<file path="config.mk">
export PLATFORM = sky130hd
export DESIGN_NAME = af_window_cfg
export DESIGN_NICKNAME = d
export VERILOG_FILES = /design/src/include/af_cfg_pkg.sv /design/src/verilog/af_reg_mem.sv /design/src/verilog/af_sync2.sv /design/src/verilog/af_window_cfg.sv
export SDC_FILE = /design/constraint.sdc
export NUM_CORES = 1
export LEC_CHECK = 0
export BUFFER_PORTS_ARGS = -buffer_cell sky130_fd_sc_hd__buf_2
export CAP_MARGIN = 20
export CORE_MARGIN = 5
export CORE_UTILIZATION = 25
export DETAILED_ROUTE_END_ITERATION = 8
export GPL_TIMING_DRIVEN = 0
export HOLD_SLACK_MARGIN = 0.12
export PLACE_DENSITY = 0.54
export SYNTH_ARGS = -nofsm -noshare
export SYNTH_HDL_FRONTEND = slang
export SYNTH_SLANG_ARGS = --single-unit
export TNS_END_PERCENT = 10
</file>
<file path="constraint.sdc">
create_clock -name SYS_CLK_I -period 13.59 [get_ports SYS_CLK_I]
set_clock_uncertainty 0.2 [all_clocks]
set_input_delay 2.718 -clock SYS_CLK_I [delete_from_list [all_inputs] [get_ports SYS_CLK_I]]
set_output_delay 2.718 -clock SYS_CLK_I [all_outputs]
set_load 0.05 [all_outputs]
</file>
<file path="src/include/af_cfg_pkg.sv">
// package: register map, field layout and timing constants of the autofocus configuration bank
package af_cfg_pkg;
    // register byte offsets (no offsets printed, chosen locally)
    localparam logic [7:0] OFF_PAXEL_GRID_START = 8'h00;
    localparam logic [7:0] OFF_FILTER_CLEAR_COL = 8'h04;
    localparam logic [7:0] OFF_STATS_OUT_BASE = 8'h08;
    localparam logic [7:0] OFF_COEFF_PAIR01 = 8'h0C;
    localparam logic [7:0] OFF_COEFF_PAIR23 = 8'h10;
    localparam logic [7:0] OFF_COEFF_PAIR45 = 8'h14;
    localparam logic [7:0] OFF_PAXEL_WIDTH = 8'h18;
    localparam logic [7:0] OFF_STATUS = 8'h1C;
    // field positions
    localparam int HI_LSB = 16;
    localparam int LO_LSB = 0;
    localparam int FIELD_W = 12;
    localparam int PAXEL_WIDTH_FIELD_LSB = 16;
    localparam int PAXEL_WIDTH_FIELD_W = 7;
    localparam int BASE_DROP = 6;
    // masks of field bits; MASK_BASE holds the bits kept in the active base
    localparam logic [31:0] MASK_PAIR = 32'h0FFF0FFF;
    localparam logic [31:0] MASK_LOW12 = 32'h00000FFF;
    localparam logic [31:0] MASK_PAXEL_WIDTH_FIELD = 32'h007F0000;
    localparam logic [31:0] MASK_BASE = 32'hFFFFFFC0;
    // reset values
    localparam logic [31:0] RST_REG = 32'h00000000;
    localparam logic [11:0] RST_FIELD = 12'h000;
    // number of coefficients held
    localparam int NUM_COEFF = 6;
    // pipeline latency: the clear pulse rises one cycle after the matching pixel, on the edge that takes the next valid pixel
    localparam int CLEAR_DELAY = 1;
    // register file index width
    localparam int IDX_W = 3;
endpackage : af_cfg_pkg

</file>
<file path="src/verilog/af_reg_mem.sv">
// small register memory with registered read data, used for the coefficient pairs
`timescale 1ns/1ns
module af_reg_mem #(
    parameter int DEPTH = 3,
    parameter int AW = 2
) (
    // clock and reset
    input wire logic clk_i,
    input wire logic rst_i,
    input wire logic ce_i,
    // write port
    input wire logic we_i,
    input wire logic [AW-1:0] waddr_i,
    input wire logic [31:0] wdata_i,
    // read port
    input wire logic [AW-1:0] raddr_i,
    output logic [31:0] rdata_o,
    // all words, flat, for the datapath
    output logic [DEPTH*32-1:0] words_o
);
    logic [31:0] mem_q [DEPTH]; // storage words
    // writes, reset to zero
    always_ff @(posedge clk_i or posedge rst_i) begin
        if (rst_i) begin
            for (int i = 0; i < DEPTH; i++) begin
                mem_q[i] <= af_cfg_pkg::RST_REG;
            end
        end else if (ce_i && we_i) begin
            mem_q[waddr_i] <= wdata_i & af_cfg_pkg::MASK_PAIR;
        end
    end
    // registered read data
    always_ff @(posedge clk_i or posedge rst_i) begin
        if (rst_i) begin
            rdata_o <= af_cfg_pkg::RST_REG;
        end else if (ce_i) begin
            rdata_o <= (int'(raddr_i) < DEPTH) ? mem_q[raddr_i] : af_cfg_pkg::RST_REG;
        end
    end
    // flat view
    always_comb begin
        for (int i = 0; i < DEPTH; i++) begin
            words_o[i*32 +: 32] = mem_q[i];
        end
    end
endmodule : af_reg_mem

</file>
<file path="src/verilog/af_sync2.sv">
// two flip-flop synchroniser for frame boundary level
`timescale 1ns/1ns
module af_sync2 (
    // clock and reset
    input wire logic clk_i,
    input wire logic rst_i,
    input wire logic ce_i,
    // data
    input wire logic d_i,
    output logic q_o
);
    logic meta_q; // first stage, read only by second stage
    // two stage capture
    always_ff @(posedge clk_i or posedge rst_i) begin
        if (rst_i) begin
            meta_q <= 1'b0;
            q_o <= 1'b0;
        end else if (ce_i) begin
            meta_q <= d_i;
            q_o <= meta_q;
        end
    end
endmodule : af_sync2

</file>
<file path="src/verilog/af_window_cfg.sv">
// autofocus window and filter configuration bank with APB slave
`timescale 1ns/1ns
//////////////////////////////////////////////////////////////////////////////
module af_window_cfg (
    // clock, enable, reset
    input wire logic SYS_CLK_I,
    input wire logic RST_I,
    input wire logic CE_I,
    // apb slave
    input wire logic PSEL_I,
    input wire logic PENABLE_I,
    input wire logic PWRITE_I,
    input wire logic [7:0] PADDR_I,
    input wire logic [31:0] PWDATA_I,
    output logic [31:0] PRDATA_O,
    output logic PREADY_O,
    output logic PSLVERR_O,
    // pixel position from the engine (same clock)
    input wire logic PIX_VALID_I,
    input wire logic [11:0] PIX_X_I,
    input wire logic [11:0] PIX_Y_I,
    // frame boundary level from the sensor side (asynchronous)
    input wire logic FRAME_ACTIVE_I,
    // configuration to the datapath
    output logic FILTER_CLEAR_O,
    output logic [11:0] PAXEL_HORIZ_START_O,
    output logic [11:0] PAXEL_VERT_START_O,
    output logic [12:0] PAXEL_WIDTH_O,
    output logic [31:0] STATS_BASE_ACTIVE_O,
    output logic [6*12-1:0] FILTER_COEFF_O,
    output logic IN_WINDOW_O
);
    //////////////////////////////////////////////////////////////////////////
    // helpers
    // pick coefficient i out of its pair word: even index low, odd index high
    function automatic logic [11:0] coeff_pick(input logic [3*32-1:0] words, input int i);
        coeff_pick = words[(i/2)*32 + ((i%2 != 0) ? af_cfg_pkg::HI_LSB
            : af_cfg_pkg::LO_LSB) +: 12];
    endfunction : coeff_pick
    // pack two 12-bit fields into the pair layout
    function automatic logic [31:0] pack_pair(input logic [11:0] hi, input logic [11:0] lo);
        pack_pair = {4'h0, hi, 4'h0, lo};
    endfunction : pack_pair

    //////////////////////////////////////////////////////////////////////////
    // bus decode
    logic setup_ph; // first cycle of a transfer
    logic wr_en; // write takes effect
    logic [31:0] rd_mux; // combinational read data
    logic addr_ok; // address maps to a register
    logic mem_sel; // address maps to coefficient memory
    logic [1:0] mem_idx; // coefficient word index
    logic [31:0] mem_rdata; // registered memory read data
    logic [3*32-1:0] coeff_words; // coefficient words, flat
    logic mem_sel_q; // read phase uses memory data
    logic [31:0] rd_hold_q; // registered other read data
    logic busy_q; // access phase in progress

    // setup cycle detected, answer one cycle later
    assign setup_ph = PSEL_I && !PENABLE_I;
    assign wr_en = PSEL_I && PENABLE_I && PWRITE_I && PREADY_O && CE_I;

    // address range check and coefficient index
    always_comb begin
        addr_ok = 1'b0;
        mem_sel = 1'b0;
        mem_idx = 2'h0;
        unique case (PADDR_I)
            af_cfg_pkg::OFF_PAXEL_GRID_START,
            af_cfg_pkg::OFF_FILTER_CLEAR_COL,
            af_cfg_pkg::OFF_STATS_OUT_BASE,
            af_cfg_pkg::OFF_PAXEL_WIDTH,
            af_cfg_pkg::OFF_STATUS: begin
                addr_ok = 1'b1;
            end
            af_cfg_pkg::OFF_COEFF_PAIR01: begin
                addr_ok = 1'b1;
                mem_sel = 1'b1;
                mem_idx = 2'h0;
            end
            af_cfg_pkg::OFF_COEFF_PAIR23: begin
                addr_ok = 1'b1;
                mem_sel = 1'b1;
                mem_idx = 2'h1;
            end
            af_cfg_pkg::OFF_COEFF_PAIR45: begin
                addr_ok = 1'b1;
                mem_sel = 1'b1;
                mem_idx = 2'h2;
            end
            default: begin
                addr_ok = 1'b0;
            end
        endcase
    end

    //////////////////////////////////////////////////////////////////////////
    // configuration registers
    logic [11:0] paxel_horiz_start_q; // first paxel column
    logic [11:0] paxel_vert_start_q; // first paxel line
    logic [11:0] filter_start_column_q; // filter clear column
    logic [31:0] stats_base_address_q; // latest written base
    logic [31:0] stats_base_active_q; // base latched for current frame
    logic [6:0] paxel_width_field_q; // paxel width field

    // paxel start, clear column and paxel width field registers
    always_ff @(posedge SYS_CLK_I or posedge RST_I) begin
        if (RST_I) begin
            paxel_horiz_start_q <= af_cfg_pkg::RST_FIELD;
            paxel_vert_start_q <= af_cfg_pkg::RST_FIELD;
            filter_start_column_q <= af_cfg_pkg::RST_FIELD;
            paxel_width_field_q <= 7'h00;
        end else if (wr_en) begin
            if (PADDR_I == af_cfg_pkg::OFF_PAXEL_GRID_START) begin
                // start fields stored as written
                paxel_horiz_start_q <= PWDATA_I[af_cfg_pkg::HI_LSB +: af_cfg_pkg::FIELD_W];
                paxel_vert_start_q <= PWDATA_I[af_cfg_pkg::LO_LSB +: af_cfg_pkg::FIELD_W];
            end
            if (PADDR_I == af_cfg_pkg::OFF_FILTER_CLEAR_COL) begin
                // even value expected from software
                filter_start_column_q <= PWDATA_I[af_cfg_pkg::LO_LSB +: af_cfg_pkg::FIELD_W];
            end
            if (PADDR_I == af_cfg_pkg::OFF_PAXEL_WIDTH) begin
                paxel_width_field_q <= PWDATA_I[af_cfg_pkg::PAXEL_WIDTH_FIELD_LSB +: af_cfg_pkg::PAXEL_WIDTH_FIELD_W];
            end
        end
    end

    // base address shadow: writable at any time, even mid-frame
    always_ff @(posedge SYS_CLK_I or posedge RST_I) begin
        if (RST_I) begin
            stats_base_address_q <= af_cfg_pkg::RST_REG;
        end else if (wr_en && PADDR_I == af_cfg_pkg::OFF_STATS_OUT_BASE) begin
            stats_base_address_q <= PWDATA_I;
        end
    end

    //////////////////////////////////////////////////////////////////////////
    // frame boundary
    logic frame_s; // synchronised frame level
    logic frame_d1_q; // previous synchronised level
    logic frame_start; // rising edge of frame

    af_sync2 af_sync2_inst (
        .clk_i(SYS_CLK_I),
        .rst_i(RST_I),
        .ce_i(CE_I),
        .d_i(FRAME_ACTIVE_I),
        .q_o(frame_s)
    );

    // edge detect on synchronised frame level
    always_ff @(posedge SYS_CLK_I or posedge RST_I) begin
        if (RST_I) begin
            frame_d1_q <= 1'b0;
        end else if (CE_I) begin
            frame_d1_q <= frame_s;
        end
    end
    assign frame_start = frame_s && !frame_d1_q;

    // active base taken only at frame start, low bits dropped
    always_ff @(posedge SYS_CLK_I or posedge RST_I) begin
        if (RST_I) begin
            stats_base_active_q <= af_cfg_pkg::RST_REG;
        end else if (CE_I && frame_start) begin
            stats_base_active_q <= stats_base_address_q & af_cfg_pkg::MASK_BASE;
        end
    end

    //////////////////////////////////////////////////////////////////////////
    // coefficient memory
    af_reg_mem #(
        .DEPTH(3),
        .AW(2)
    ) af_reg_mem_inst (
        .clk_i(SYS_CLK_I),
        .rst_i(RST_I),
        .ce_i(CE_I),
        .we_i(wr_en && mem_sel),
        .waddr_i(mem_idx),
        .wdata_i(PWDATA_I),
        .raddr_i(mem_idx),
        .rdata_o(mem_rdata),
        .words_o(coeff_words)
    );

    //////////////////////////////////////////////////////////////////////////
    // read data
    // non-memory read mux, unused bits zero
    always_comb begin
        rd_mux = af_cfg_pkg::RST_REG;
        unique case (PADDR_I)
            af_cfg_pkg::OFF_PAXEL_GRID_START: begin
                rd_mux = pack_pair(paxel_horiz_start_q, paxel_vert_start_q);
            end
            af_cfg_pkg::OFF_FILTER_CLEAR_COL: begin
                rd_mux = {20'h00000, filter_start_column_q};
            end
            af_cfg_pkg::OFF_STATS_OUT_BASE: begin
                rd_mux = stats_base_address_q;
            end
            af_cfg_pkg::OFF_PAXEL_WIDTH: begin
                rd_mux = {9'h000, paxel_width_field_q, 16'h0000};
            end
            af_cfg_pkg::OFF_STATUS: begin
                rd_mux = {30'h0, IN_WINDOW_O, frame_s};
            end
            default: begin
                rd_mux = af_cfg_pkg::RST_REG;
            end
        endcase
    end

    // no wait cycle: ready in the first access cycle
    always_ff @(posedge SYS_CLK_I or posedge RST_I) begin
        if (RST_I) begin
            busy_q <= 1'b0;
            mem_sel_q <= 1'b0;
            rd_hold_q <= af_cfg_pkg::RST_REG;
            PSLVERR_O <= 1'b0;
        end else if (CE_I) begin
            busy_q <= setup_ph;
            if (setup_ph) begin
                mem_sel_q <= mem_sel;
                rd_hold_q <= rd_mux;
                PSLVERR_O <= !addr_ok;
            end else begin
                PSLVERR_O <= 1'b0;
            end
        end
    end
    // clock enable low stalls the bus as well: ready cannot rise while frozen
    assign PREADY_O = busy_q;

    // registered read data presented in access phase
    always_comb begin
        PRDATA_O = mem_sel_q ? mem_rdata : rd_hold_q;
    end

    //////////////////////////////////////////////////////////////////////////
    // filter clear strobe: column match, clear on the next pixel
    logic match_q; // match seen, waiting for next pixel
    always_ff @(posedge SYS_CLK_I or posedge RST_I) begin
        if (RST_I) begin
            match_q <= 1'b0;
            FILTER_CLEAR_O <= 1'b0;
        end else if (CE_I) begin
            FILTER_CLEAR_O <= 1'b0;
            if (PIX_VALID_I) begin
                FILTER_CLEAR_O <= match_q;
                match_q <= (PIX_X_I == filter_start_column_q);
            end
        end
    end

    //////////////////////////////////////////////////////////////////////////
    // datapath configuration outputs
    always_ff @(posedge SYS_CLK_I or posedge RST_I) begin
        if (RST_I) begin
            PAXEL_HORIZ_START_O <= af_cfg_pkg::RST_FIELD;
            PAXEL_VERT_START_O <= af_cfg_pkg::RST_FIELD;
            PAXEL_WIDTH_O <= 13'h0002;
            IN_WINDOW_O <= 1'b0;
        end else if (CE_I) begin
            PAXEL_HORIZ_START_O <= paxel_horiz_start_q;
            PAXEL_VERT_START_O <= paxel_vert_start_q;
            // (field + 1) * 2
            PAXEL_WIDTH_O <= {5'h00, paxel_width_field_q, 1'b0} + 13'h0002;
            IN_WINDOW_O <= PIX_VALID_I && (PIX_X_I >= paxel_horiz_start_q)
                && (PIX_Y_I >= paxel_vert_start_q);
        end
    end
    assign STATS_BASE_ACTIVE_O = stats_base_active_q;

    // coefficient fields as signed values, even low, odd high
    always_comb begin
        for (int i = 0; i < af_cfg_pkg::NUM_COEFF; i++) begin
            // fields pass unchanged: the datapath reads them as signed, six fraction bits
            FILTER_COEFF_O[i*12 +: 12] = coeff_pick(coeff_words, i);
        end
    end

    //////////////////////////////////////////////////////////////////////////
    // assertions
    base_latch_frame_a: assert property (@(posedge SYS_CLK_I) disable iff (RST_I)
        CE_I && !frame_start |=> $stable(stats_base_active_q))
        else $error("active base changed outside frame start");
    base_aligned_a: assert property (@(posedge SYS_CLK_I) disable iff (RST_I)
        stats_base_active_q[5:0] == 6'h00)
        else $error("active base not 64-byte aligned");
    base_readback_a: assert property (@(posedge SYS_CLK_I) disable iff (RST_I)
        wr_en && PADDR_I == af_cfg_pkg::OFF_STATS_OUT_BASE
        |=> stats_base_address_q == $past(PWDATA_I))
        else $error("base shadow lost written value");
    clear_next_pixel_a: assert property (@(posedge SYS_CLK_I) disable iff (RST_I)
        CE_I && PIX_VALID_I && PIX_X_I == filter_start_column_q ##1 CE_I && PIX_VALID_I
        |=> FILTER_CLEAR_O)
        else $error("filter clear missed after column match");
    reserved_zero_a: assert property (@(posedge SYS_CLK_I) disable iff (RST_I)
        PREADY_O && mem_sel_q |-> (PRDATA_O & ~af_cfg_pkg::MASK_PAIR) == 32'h00000000)
        else $error("reserved coefficient bits read nonzero");
    width_calc_a: assert property (@(posedge SYS_CLK_I) disable iff (RST_I)
        CE_I ##1 CE_I |-> PAXEL_WIDTH_O == 13'((32'(paxel_width_field_q) + 32'd1) * 32'd2)
        || $changed(paxel_width_field_q))
        else $error("paxel width mismatch");
    start_fields_a: assert property (@(posedge SYS_CLK_I) disable iff (RST_I)
        wr_en && PADDR_I == af_cfg_pkg::OFF_PAXEL_GRID_START
        |=> paxel_horiz_start_q == $past(PWDATA_I[27:16])
        && paxel_vert_start_q == $past(PWDATA_I[11:0]))
        else $error("paxel start fields not stored");
    coeff_pair_a: assert property (@(posedge SYS_CLK_I) disable iff (RST_I)
        FILTER_COEFF_O[23:12] == coeff_words[27:16] && FILTER_COEFF_O[11:0] == coeff_words[11:0])
        else $error("coefficient pair order wrong");
    ready_one_wait_a: assert property (@(posedge SYS_CLK_I) disable iff (RST_I)
        CE_I && setup_ph |=> PREADY_O)
        else $error("ready not given after setup");
    // ready is a single pulse while the clock enable stays high, so a held request cannot be answered twice
    ready_single_a: assert property (@(posedge SYS_CLK_I) disable iff (RST_I)
        CE_I && PREADY_O |=> !PREADY_O)
        else $error("ready held longer than one cycle");
    slverr_unmapped_a: assert property (@(posedge SYS_CLK_I) disable iff (RST_I)
        CE_I && setup_ph && !addr_ok |=> PREADY_O && PSLVERR_O)
        else $error("unmapped address not refused");
    // a low clock enable freezes bus, frame and pixel state alike
    ce_freeze_a: assert property (@(posedge SYS_CLK_I) disable iff (RST_I)
        !CE_I |=> $stable(stats_base_active_q) && $stable(FILTER_CLEAR_O) && $stable(PREADY_O))
        else $error("state moved while clock enable low");
    frame_start_c: cover property (@(posedge SYS_CLK_I) disable iff (RST_I) frame_start);
    clear_pulse_c: cover property (@(posedge SYS_CLK_I) disable iff (RST_I) FILTER_CLEAR_O);
    base_write_c: cover property (@(posedge SYS_CLK_I) disable iff (RST_I)
        wr_en && PADDR_I == af_cfg_pkg::OFF_STATS_OUT_BASE && frame_s);
    slverr_c: cover property (@(posedge SYS_CLK_I) disable iff (RST_I) PREADY_O && PSLVERR_O);
endmodule : af_window_cfg
</file>
==> impl_metrics.toml, run 1 <==
[clock_tree]
clk_pin_slew_ns = 0.06
clk_latency_ns = 0.54
cts_setup_buffers = 0
clock-root-buffer = "clkbuf_16"
cts_tree = "built"
cts_hold_buf = 0
cts_resized = 0
clock_path_buffers = 3
numCtsBuffers = 34
clock_sink_count = 270
htreeDepth = 2

[final_layout]
most-common-layout-cells = "dfrtp_1, buf_2, mux2_2"
fin_cells = 1897
fin_util_pct = 32.0
n_antenna_cell = 0
seq_area_um2 = 6760
multiInputGateArea_um2 = 5190
final_area_um2 = 15600
post_route_cells_drive_above_1_share_pct = 47.4
final_common_cell = "dfrtp_1"
synthToLayoutAreaGrowth_pct = 26.7
n_fill_cell = 5028
nets = 1307

[outcome]
outcome = "finished, final reports clean"

[routing]
drt_iter0_drc = 450
routed_via_density = 4.47
wl_per_cell_um = 21.7
routed_wl_um = 41200
postRouteAntennaNets = 0
firstDrtPassIters = 5
via_count = 8479
drc_errors = 0

[floorplanning]
num_rows = 81
die_h_um = 232
dieArea_um2 = 53900
die_w_um = 232
io_pins = 249
start_util_pct = 25.2
coreArea_um2 = 48800

[sta]
final_max_slew_viol_count = 0
rsz0062_at_grt = "false"
report.final.setup_viol = 0
finalHoldViolations = 0
fin_crit_ns = 5.32
fmax_mhz = 188
tightest_slew_ns = 0.798
fin_crit_sh_pct = 39.2
maxSlewHeadroom_pct = 46.8
fin_hold_ws_ns = 0.266

[grt]
antenna_found_initial = 5
grt_pass1_wl_um = 60700
grt_pass1_vias = 8966
grt_start_max_net_pins = 109
track_usage_pct = 15.2
overflow = 0

[synthesis]
synth_flop_cell = "dfrtp_1"
postSynthAreaPerCell_um2 = 13.3
synth_edf_count = 0
ys_seq_area_share_pct = 54.8
ys_types = 50
synth_top_area_share_pct = 54.6
synth_area_leaders = "dfrtp_1, mux2_2, mux2i_1"
netlist_area_um2 = 12300
synth_area_leader_cell = "dfrtp_1"
synth_seq_cells = 270
netlist_instances = 925
synthArstFlopShare_pct = 100
yosys_warnings = 0

[setup_path]
crit_path_max_fanout = 10
worstPathRequired_ns = 10.67
slowest_stage = "clkbuf_1"
cpMostUsedCell = "clkbuf_1"
crit_buf_inv = 3
endpoint_kind = "output port"
cpLargestDelayFamily = "buffers and inverters"
worstSetupPathType = "flip-flop to output port"
critPathArrivalTime_ns = 2.40
critical_path.cell_chain = "clkbuf_1, clkbuf_1, mux2_2, buf_2"
max_stage_delay_ns = 0.62
critPathLaunchType = "flip-flop"

[run]
cap_viol_max_count = 0

[place]
dp_hpwl_um = 32000
post_dp_cell_area_um2 = 14500
io_buffers = 234
dp.cells = 1837
place.gp.congestion = 0.782

[power_and_ir_drop]
power.total_mw = 1.87
ir_drop_mv = 0.0598
p_leak_nw = 8.06
powerDensity_nw_per_um2 = 119

[worst_hold_path]
hold_path.class = "flip-flop to flip-flop"
per-layer routing:
metal	up-vias	GRT usage (%)	part of all wire (%)
met5	-	0	0.15
met1	4329	20.7	46
met2	225	24.1	46
met3	50	3.96	6.3
li1	3865	-	-
met4	10	3.75	1.7
worst paths after layout:
| check | from | end | slack [ns] | cells after the start |
|---|---|---|---|---|
| max | mem_sel_q | PRDATA_O[3] | 8.27 | 4 |
| min | PAXEL_WIDTH_O[1] | PAXEL_WIDTH_O[1] | 0.27 | 2 |
| max reg2reg | PREADY_O | af_reg_mem_inst.words_o[83] | 10.79 | 6 |
| max in group asynchronous | RST_I | rd_hold_q[19] | 10.18 | 3 |
| min in group asynchronous | RST_I | STATS_BASE_ACTIVE_O[7] | 2.03 | 2 |
| min reg2reg | PAXEL_WIDTH_O[1] | PAXEL_WIDTH_O[1] | 0.27 | 2 |
metrics by stage:
step | setup WS [ns] | TNS (ns)
after floorplan | 3.23 | 0
after global placement | -0.143 | -26.91
after detailed placement | 8.28 | 0
after CTS | 8.16 | 0
after global routing | 8.07 | 0
final | 8.27 | 0
Yosys cell counts, drive strengths merged, types with 3 or more instances:
master	n
a22o	26
nor2	13
a22oi	5
a21o	4
a221oi	3
clkbuf	26
o21ai	40
a21oi	9
o2bb2ai	7
mux2	250
xnor2	15
ha	25
and2	4
buf	32
inv	31
and3	4
dfrtp	269
nand3	9
nand2	58
nor3	7
nor2b	12
o31ai	5
nand4	5
mux2i	44
flip-flops by register name, indices dropped and copies added (netlist names), 12 cells and up:
| signal | flops |
|---|---|
| af_reg_mem_inst.rdata_o | 24 |
| paxel_vert_start_q | 12 |
| stats_base_address_q | 32 |
| paxel_horiz_start_q | 12 |
| filter_start_column_q | 12 |
| STATS_BASE_ACTIVE_O | 26 |
| PAXEL_VERT_START_O | 12 |
| PAXEL_HORIZ_START_O | 12 |
| rd_hold_q | 32 |
| af_reg_mem_inst.words_o | 72 |
area by class of cell:
cell class,instances,area share [%]
clock buffer,46,6.32
multi-input combinational,576,33.3
sequential,270,43.3
inverter,31,0.793
clock inverter,13,1.12
timing repair buffer,239,7.99
buffer,58,1.94
tap,664,5.32
worst reg2reg max path, delay by kind of cell (launching register included):
kind | cells | cell delay, ns
simple gates | 4 | 1.24
flops | 1 | 0.42
buf+inv | 1 | 0.44
mux | 1 | 0.38
kinds of logic (layout without fill, tap and decap cells):
group / count (synthesis) / in the layout / share of synthesized area [%]
other: 1 / 11 / 0.0304
flip-flops: 270 / 270 / 54.8
multiplexers: 294 / 294 / 27.0
adder cells (fa/ha/maj): 25 / 25 / 2.54
buffers and inverters: 89 / 387 / 3.40
AO/OA/AOI/OAI: 112 / 112 / 6.36
AND/OR/NAND/NOR: 117 / 117 / 4.67
XOR/XNOR: 17 / 17 / 1.21
power by group:
part / total, mW / switching [mW] / internal, mW / leakage [nW]
clock network: 0.943 / 0.358 / 0.585 / 0.575
registers: 0.813 / 0.00387 / 0.809 / 3.75
logic: 0.110 / 0.0774 / 0.0327 / 3.74
total: 1.87 / 0.439 / 1.43 / 8.06
(Power assumes the default switching activity.)
==> run 2: changes to the inputs <==
- PLACE_DENSITY: 0.54 -> 0.55
- clock period: 13.59 -> 4.8 ns (I/O delays scaled with it)
==> impl_metrics.toml, run 2 (synthesis results as in run 1) <==
[routing]
wl_per_cell_um = 21.8
via_count = 8518
postRouteAntennaNets = 0
drt_iter0_drc = 463
route.layer.met1.wl_um = 18600
firstDrtPassIters = 6
wl_met3_um = 2940
routed_wl_um = 41500
routed_via_density = 4.46
wl_met2_um = 18800
highest_layer = "met5"
drc_errors = 0

[power_and_ir_drop]
powerDensity_nw_per_um2 = 334
power.total_mw = 5.25
ir_drop_mv = 0.168
p_leak_nw = 8.11

[floorplanning]
dieArea_um2 = 53900
coreArea_um2 = 48800
io_pins = 249
start_util_pct = 25.2
die_w_um = 232
num_rows = 81
die_h_um = 232

[sta]
tightest_slew_ns = 0.784
maxSlewHeadroom_pct = 47.7
rsz0062_at_grt = "false"
report.final.setup_viol = 0
fmax_mhz = 279
final_max_slew_viol_count = 0
fin_crit_ns = 3.58
fin_crit_sh_pct = 74.6
tns_ns = 0
finalHoldViolations = 0

[setup_path]
crit_buf_inv = 3
worstSetupPathType = "flip-flop to output port"
cpMostUsedCell = "clkbuf_1"
cpLargestDelayFamily = "buffers and inverters"
critPathLaunchType = "flip-flop"
critical_path.cell_chain = "clkbuf_1, clkbuf_1, mux2_2, buf_2"
worstPathRequired_ns = 3.64
max_stage_delay_ns = 0.62
crit_path_max_fanout = 10
endpoint_kind = "output port"
slowest_stage = "clkbuf_1"
critPathArrivalTime_ns = 2.42

[final_layout]
fin_cells = 1908
nets = 1314
seq_area_um2 = 6760
largest_register_ffs = 72
post_route_cells_drive_above_1_share_pct = 47.5
most-common-layout-cells = "dfrtp_1, buf_2, mux2_2"
final_area_um2 = 15700
synthToLayoutAreaGrowth_pct = 27.5
n_fill_cell = 5003
fin_util_pct = 32.2
final_common_cell = "dfrtp_1"
multiInputGateArea_um2 = 5190

[clock_tree]
clock_sink_count = 270
numCtsBuffers = 34
clock-root-buffer = "clkbuf_16"
clk_pin_slew_ns = 0.06
cts_tree = "built"
clk_latency_ns = 0.53
htreeDepth = 2
clock_path_buffers = 3
cts_setup_buffers = 0
cts_resized = 0

[grt]
grt_pass1_wl_um = 61100
antenna_found_initial = 9
grt_start_max_net_pins = 42
track_usage_pct = 15.3
grt_pass1_vias = 9013
overflow = 0

[place]
io_buffers = 234
post_dp_cell_area_um2 = 14600
dp.cells = 1843
dp_hpwl_um = 32100
place.gp.congestion = 0.809

[run]
cap_viol_max_count = 0

[outcome]
outcome = "finished, final reports clean"

[worst_hold_path]
hold_path.class = "flip-flop to flip-flop"
==> run 2: per-stage QoR <==
stage	hold WS, ns	setup WS [ns]
final	0.270	1.22
after global routing	0.288	1.07
after CTS	0.274	1.10
after detailed placement	0.257	1.19
after global placement	0.255	-1.78
after floorplan	0.242	0.0734
==> run 2: final cells by class <==
type                    count  area share, %
flip-flops and latches    270           43.0
repair buffers            246           8.67
inverters                  31          0.764
clock buffers              51           6.67
well taps                 664           5.28
diodes                      3         0.0477
plain buffers              58           1.93
multi-input cells         576           33.0
clock inverters             9          0.652
==> run 2: per-layer routing <==
metal	global-route usage [%]	vias to the layer above
li1	-	3894
met1	20.4	4306
met2	23.9	237
met3	4.46	71
met4	5.15	10
met5	0	-
==> run 2: power breakdown <==
group	internal, mW	leakage (nW)	switching [mW]
combinational	0.102	3.79	0.221
clock	1.62	0.571	1.01
sequential	2.29	3.75	0.0114
total	4.01	8.11	1.24
==> run 2: final timing paths <==
kind,endpoint,from,slack [ns],cells past startpoint
max,PRDATA_O[11],mem_sel_q,1.22,4
min,PAXEL_WIDTH_O[1],PAXEL_WIDTH_O[1],0.27,2
min reg2reg,PAXEL_WIDTH_O[1],PAXEL_WIDTH_O[1],0.27,2
min in group asynchronous,stats_base_address_q[28],RST_I,0.66,3
max in group asynchronous,PAXEL_WIDTH_O[1],RST_I,2.50,7
max reg2reg,af_reg_mem_inst.words_o[71],PREADY_O,1.95,6
==> run 2: what timing repair did <==
item / 4_1_cts / 5_1_grt
hold buffers: 1 / 0
endpoints found under the hold margin: 2 / 0
setup endpoints to repair: 0 / 0
==> run 2: worst min-delay path, cell delays in order, from the launching register on <==
cell and delay (ns):
dfstp_2 0.37, inv_1 0.04, mux2i_1 0.06
==> run 3: changes to the inputs <==
- PLACE_DENSITY: 0.55 -> 0.54
- clock period: 4.8 -> 3.35 ns (I/O delays scaled with it)
==> impl_metrics.toml, run 3 (synthesis results as in run 1) <==
[floorplanning]
die_h_um = 232
dieArea_um2 = 53900
start_util_pct = 25.2
num_rows = 81
coreArea_um2 = 48800
die_w_um = 232
io_pins = 249

[grt]
overflow = 0
antenna_found_initial = 9
grt_pass1_vias = 8854
track_usage_pct = 14.9
grt_pass1_wl_um = 60100
grt_start_max_net_pins = 40

[clock_tree]
htreeDepth = 1
clock-root-buffer = "clkbuf_16"
clock_path_buffers = 3
cts_tree = "built"
numCtsBuffers = 31
cts_setup_buffers = 0
clk_latency_ns = 0.56
clk_pin_slew_ns = 0.06
clock_sink_count = 270

[sta]
fin_crit_sh_pct = 90.7
tns_ns = 0
fmax_mhz = 329
fin_hold_ws_ns = 0.154
rsz0062_at_grt = "false"
finalHoldViolations = 0
final_max_slew_viol_count = 0
maxSlewHeadroom_pct = 43.5
report.final.setup_viol = 0
tightest_slew_ns = 0.845
fin_crit_ns = 3.04

[routing]
routed_via_density = 4.46
wl_per_cell_um = 21.7
postRouteAntennaNets = 0
drc_errors = 0
firstDrtPassIters = 4
routed_wl_um = 41300
drt_iter0_drc = 480
via_count = 8493

[place]
place.gp.congestion = 0.800
io_buffers = 234
dp_hpwl_um = 32300

[final_layout]
synthToLayoutAreaGrowth_pct = 27.0
post_route_cells_drive_above_1_share_pct = 47.3
nets = 1315
final_common_cell = "dfrtp_1"
largest_register_ffs = 72
most-common-layout-cells = "dfrtp_1, buf_2, mux2_2"

[power_and_ir_drop]
p_leak_nw = 8.07
powerDensity_nw_per_um2 = 465
ir_drop_mv = 0.335

[setup_path]
worstSetupPathType = "flip-flop to output port"
critPathLaunchType = "flip-flop"
worstPathRequired_ns = 2.48
critPathArrivalTime_ns = 2.17
endpoint_kind = "output port"
crit_path_max_fanout = 10

[run]
cap_viol_max_count = 0

[worst_hold_path]
hold_path.class = "primary input to flip-flop"

[outcome]
outcome = "finished, final reports clean"
## run 3: cell count changes in the layout (fill, tap and decap cells not counted), moves of 2 or more
| cell | change |
|---|---|
| bufinv_16 | +2 |
| dlygate4sd3_1 | +5 |
| clkinv_2 | -2 |
| clkbuf_16 | -6 |
| clkbuf_1 | -4 |
| clkbuf_2 | +3 |
## run 3: path summary, 6_finish.rpt
check / startpoint / to / slack [ns] / depth (start not counted)
setup / recovery: mem_sel_q / PRDATA_O[24] / 0.31 / 4
max in group asynchronous: RST_I / PAXEL_WIDTH_O[1] / 1.19 / 6
min in group asynchronous: RST_I / af_reg_mem_inst.words_o[80] / 0.57 / 3
hold reg to reg: PAXEL_WIDTH_O[1] / PAXEL_WIDTH_O[1] / 0.27 / 2
hold / removal: PWDATA_I[13] / stats_base_address_q[13] / 0.15 / 2
setup reg to reg: PREADY_O / af_reg_mem_inst.words_o[84] / 0.43 / 6
## run 3: critical path: stages, from the launching register on
cell      delay, ns
dfrtp_1        0.32
clkbuf_1       0.27
clkbuf_2       0.36
mux2_2         0.43
buf_2          0.23
## run 3: per-layer routing
layer | track usage, % | vias to the layer above | share of wire [%]
met5 | 0 | - | 0.14
met4 | 3.93 | 10 | 2.1
met3 | 3.71 | 60 | 7.2
met2 | 23.4 | 234 | 46
met1 | 20.8 | 4297 | 45
li1 | - | 3892 | -
## run 3: cell type report
cell class                      count  area, um^2
Fill cell                        4995       33200
Inverter                           31         120
Timing Repair Buffer              250        1390
Clock buffer                       45         908
Sequential cell                   270        6760
Clock inverter                      8         143
Tap cell                          664         831
Antenna cell                        4        10.0
Buffer                             58         307
Multi-Input combinational cell    576        5190
## run 3: through the flow
stage	util, %	instance area (um^2)	power [mW]	setup WS (ns)	cells
2_1_floorplan	-	12400	3.62	-1.09	935
3_3_place_gp	29.4	14400	3.80	-3.00	1833
3_5_place_dp	29.7	14500	3.83	0.0607	1842
4_1_cts	32.0	15600	7.40	0.000896	1901
5_1_grt	32.1	15700	7.55	0.190	1906
6_report	32.1	15700	7.28	0.311	1906
## run 3: what timing repair did
item	in CTS	in global routing
hold buffers	6	0
hold endpoints to repair	34	0
cloned	0	0
setup endpoints to repair	11	2
gates resized for setup	2	2
## run 3: power breakdown
part | internal, mW | total, mW | switching, mW
Combinational | 0.147 | 0.466 | 0.319
Sequential | 3.28 | 3.30 | 0.0158
Clock | 2.16 | 3.52 | 1.35
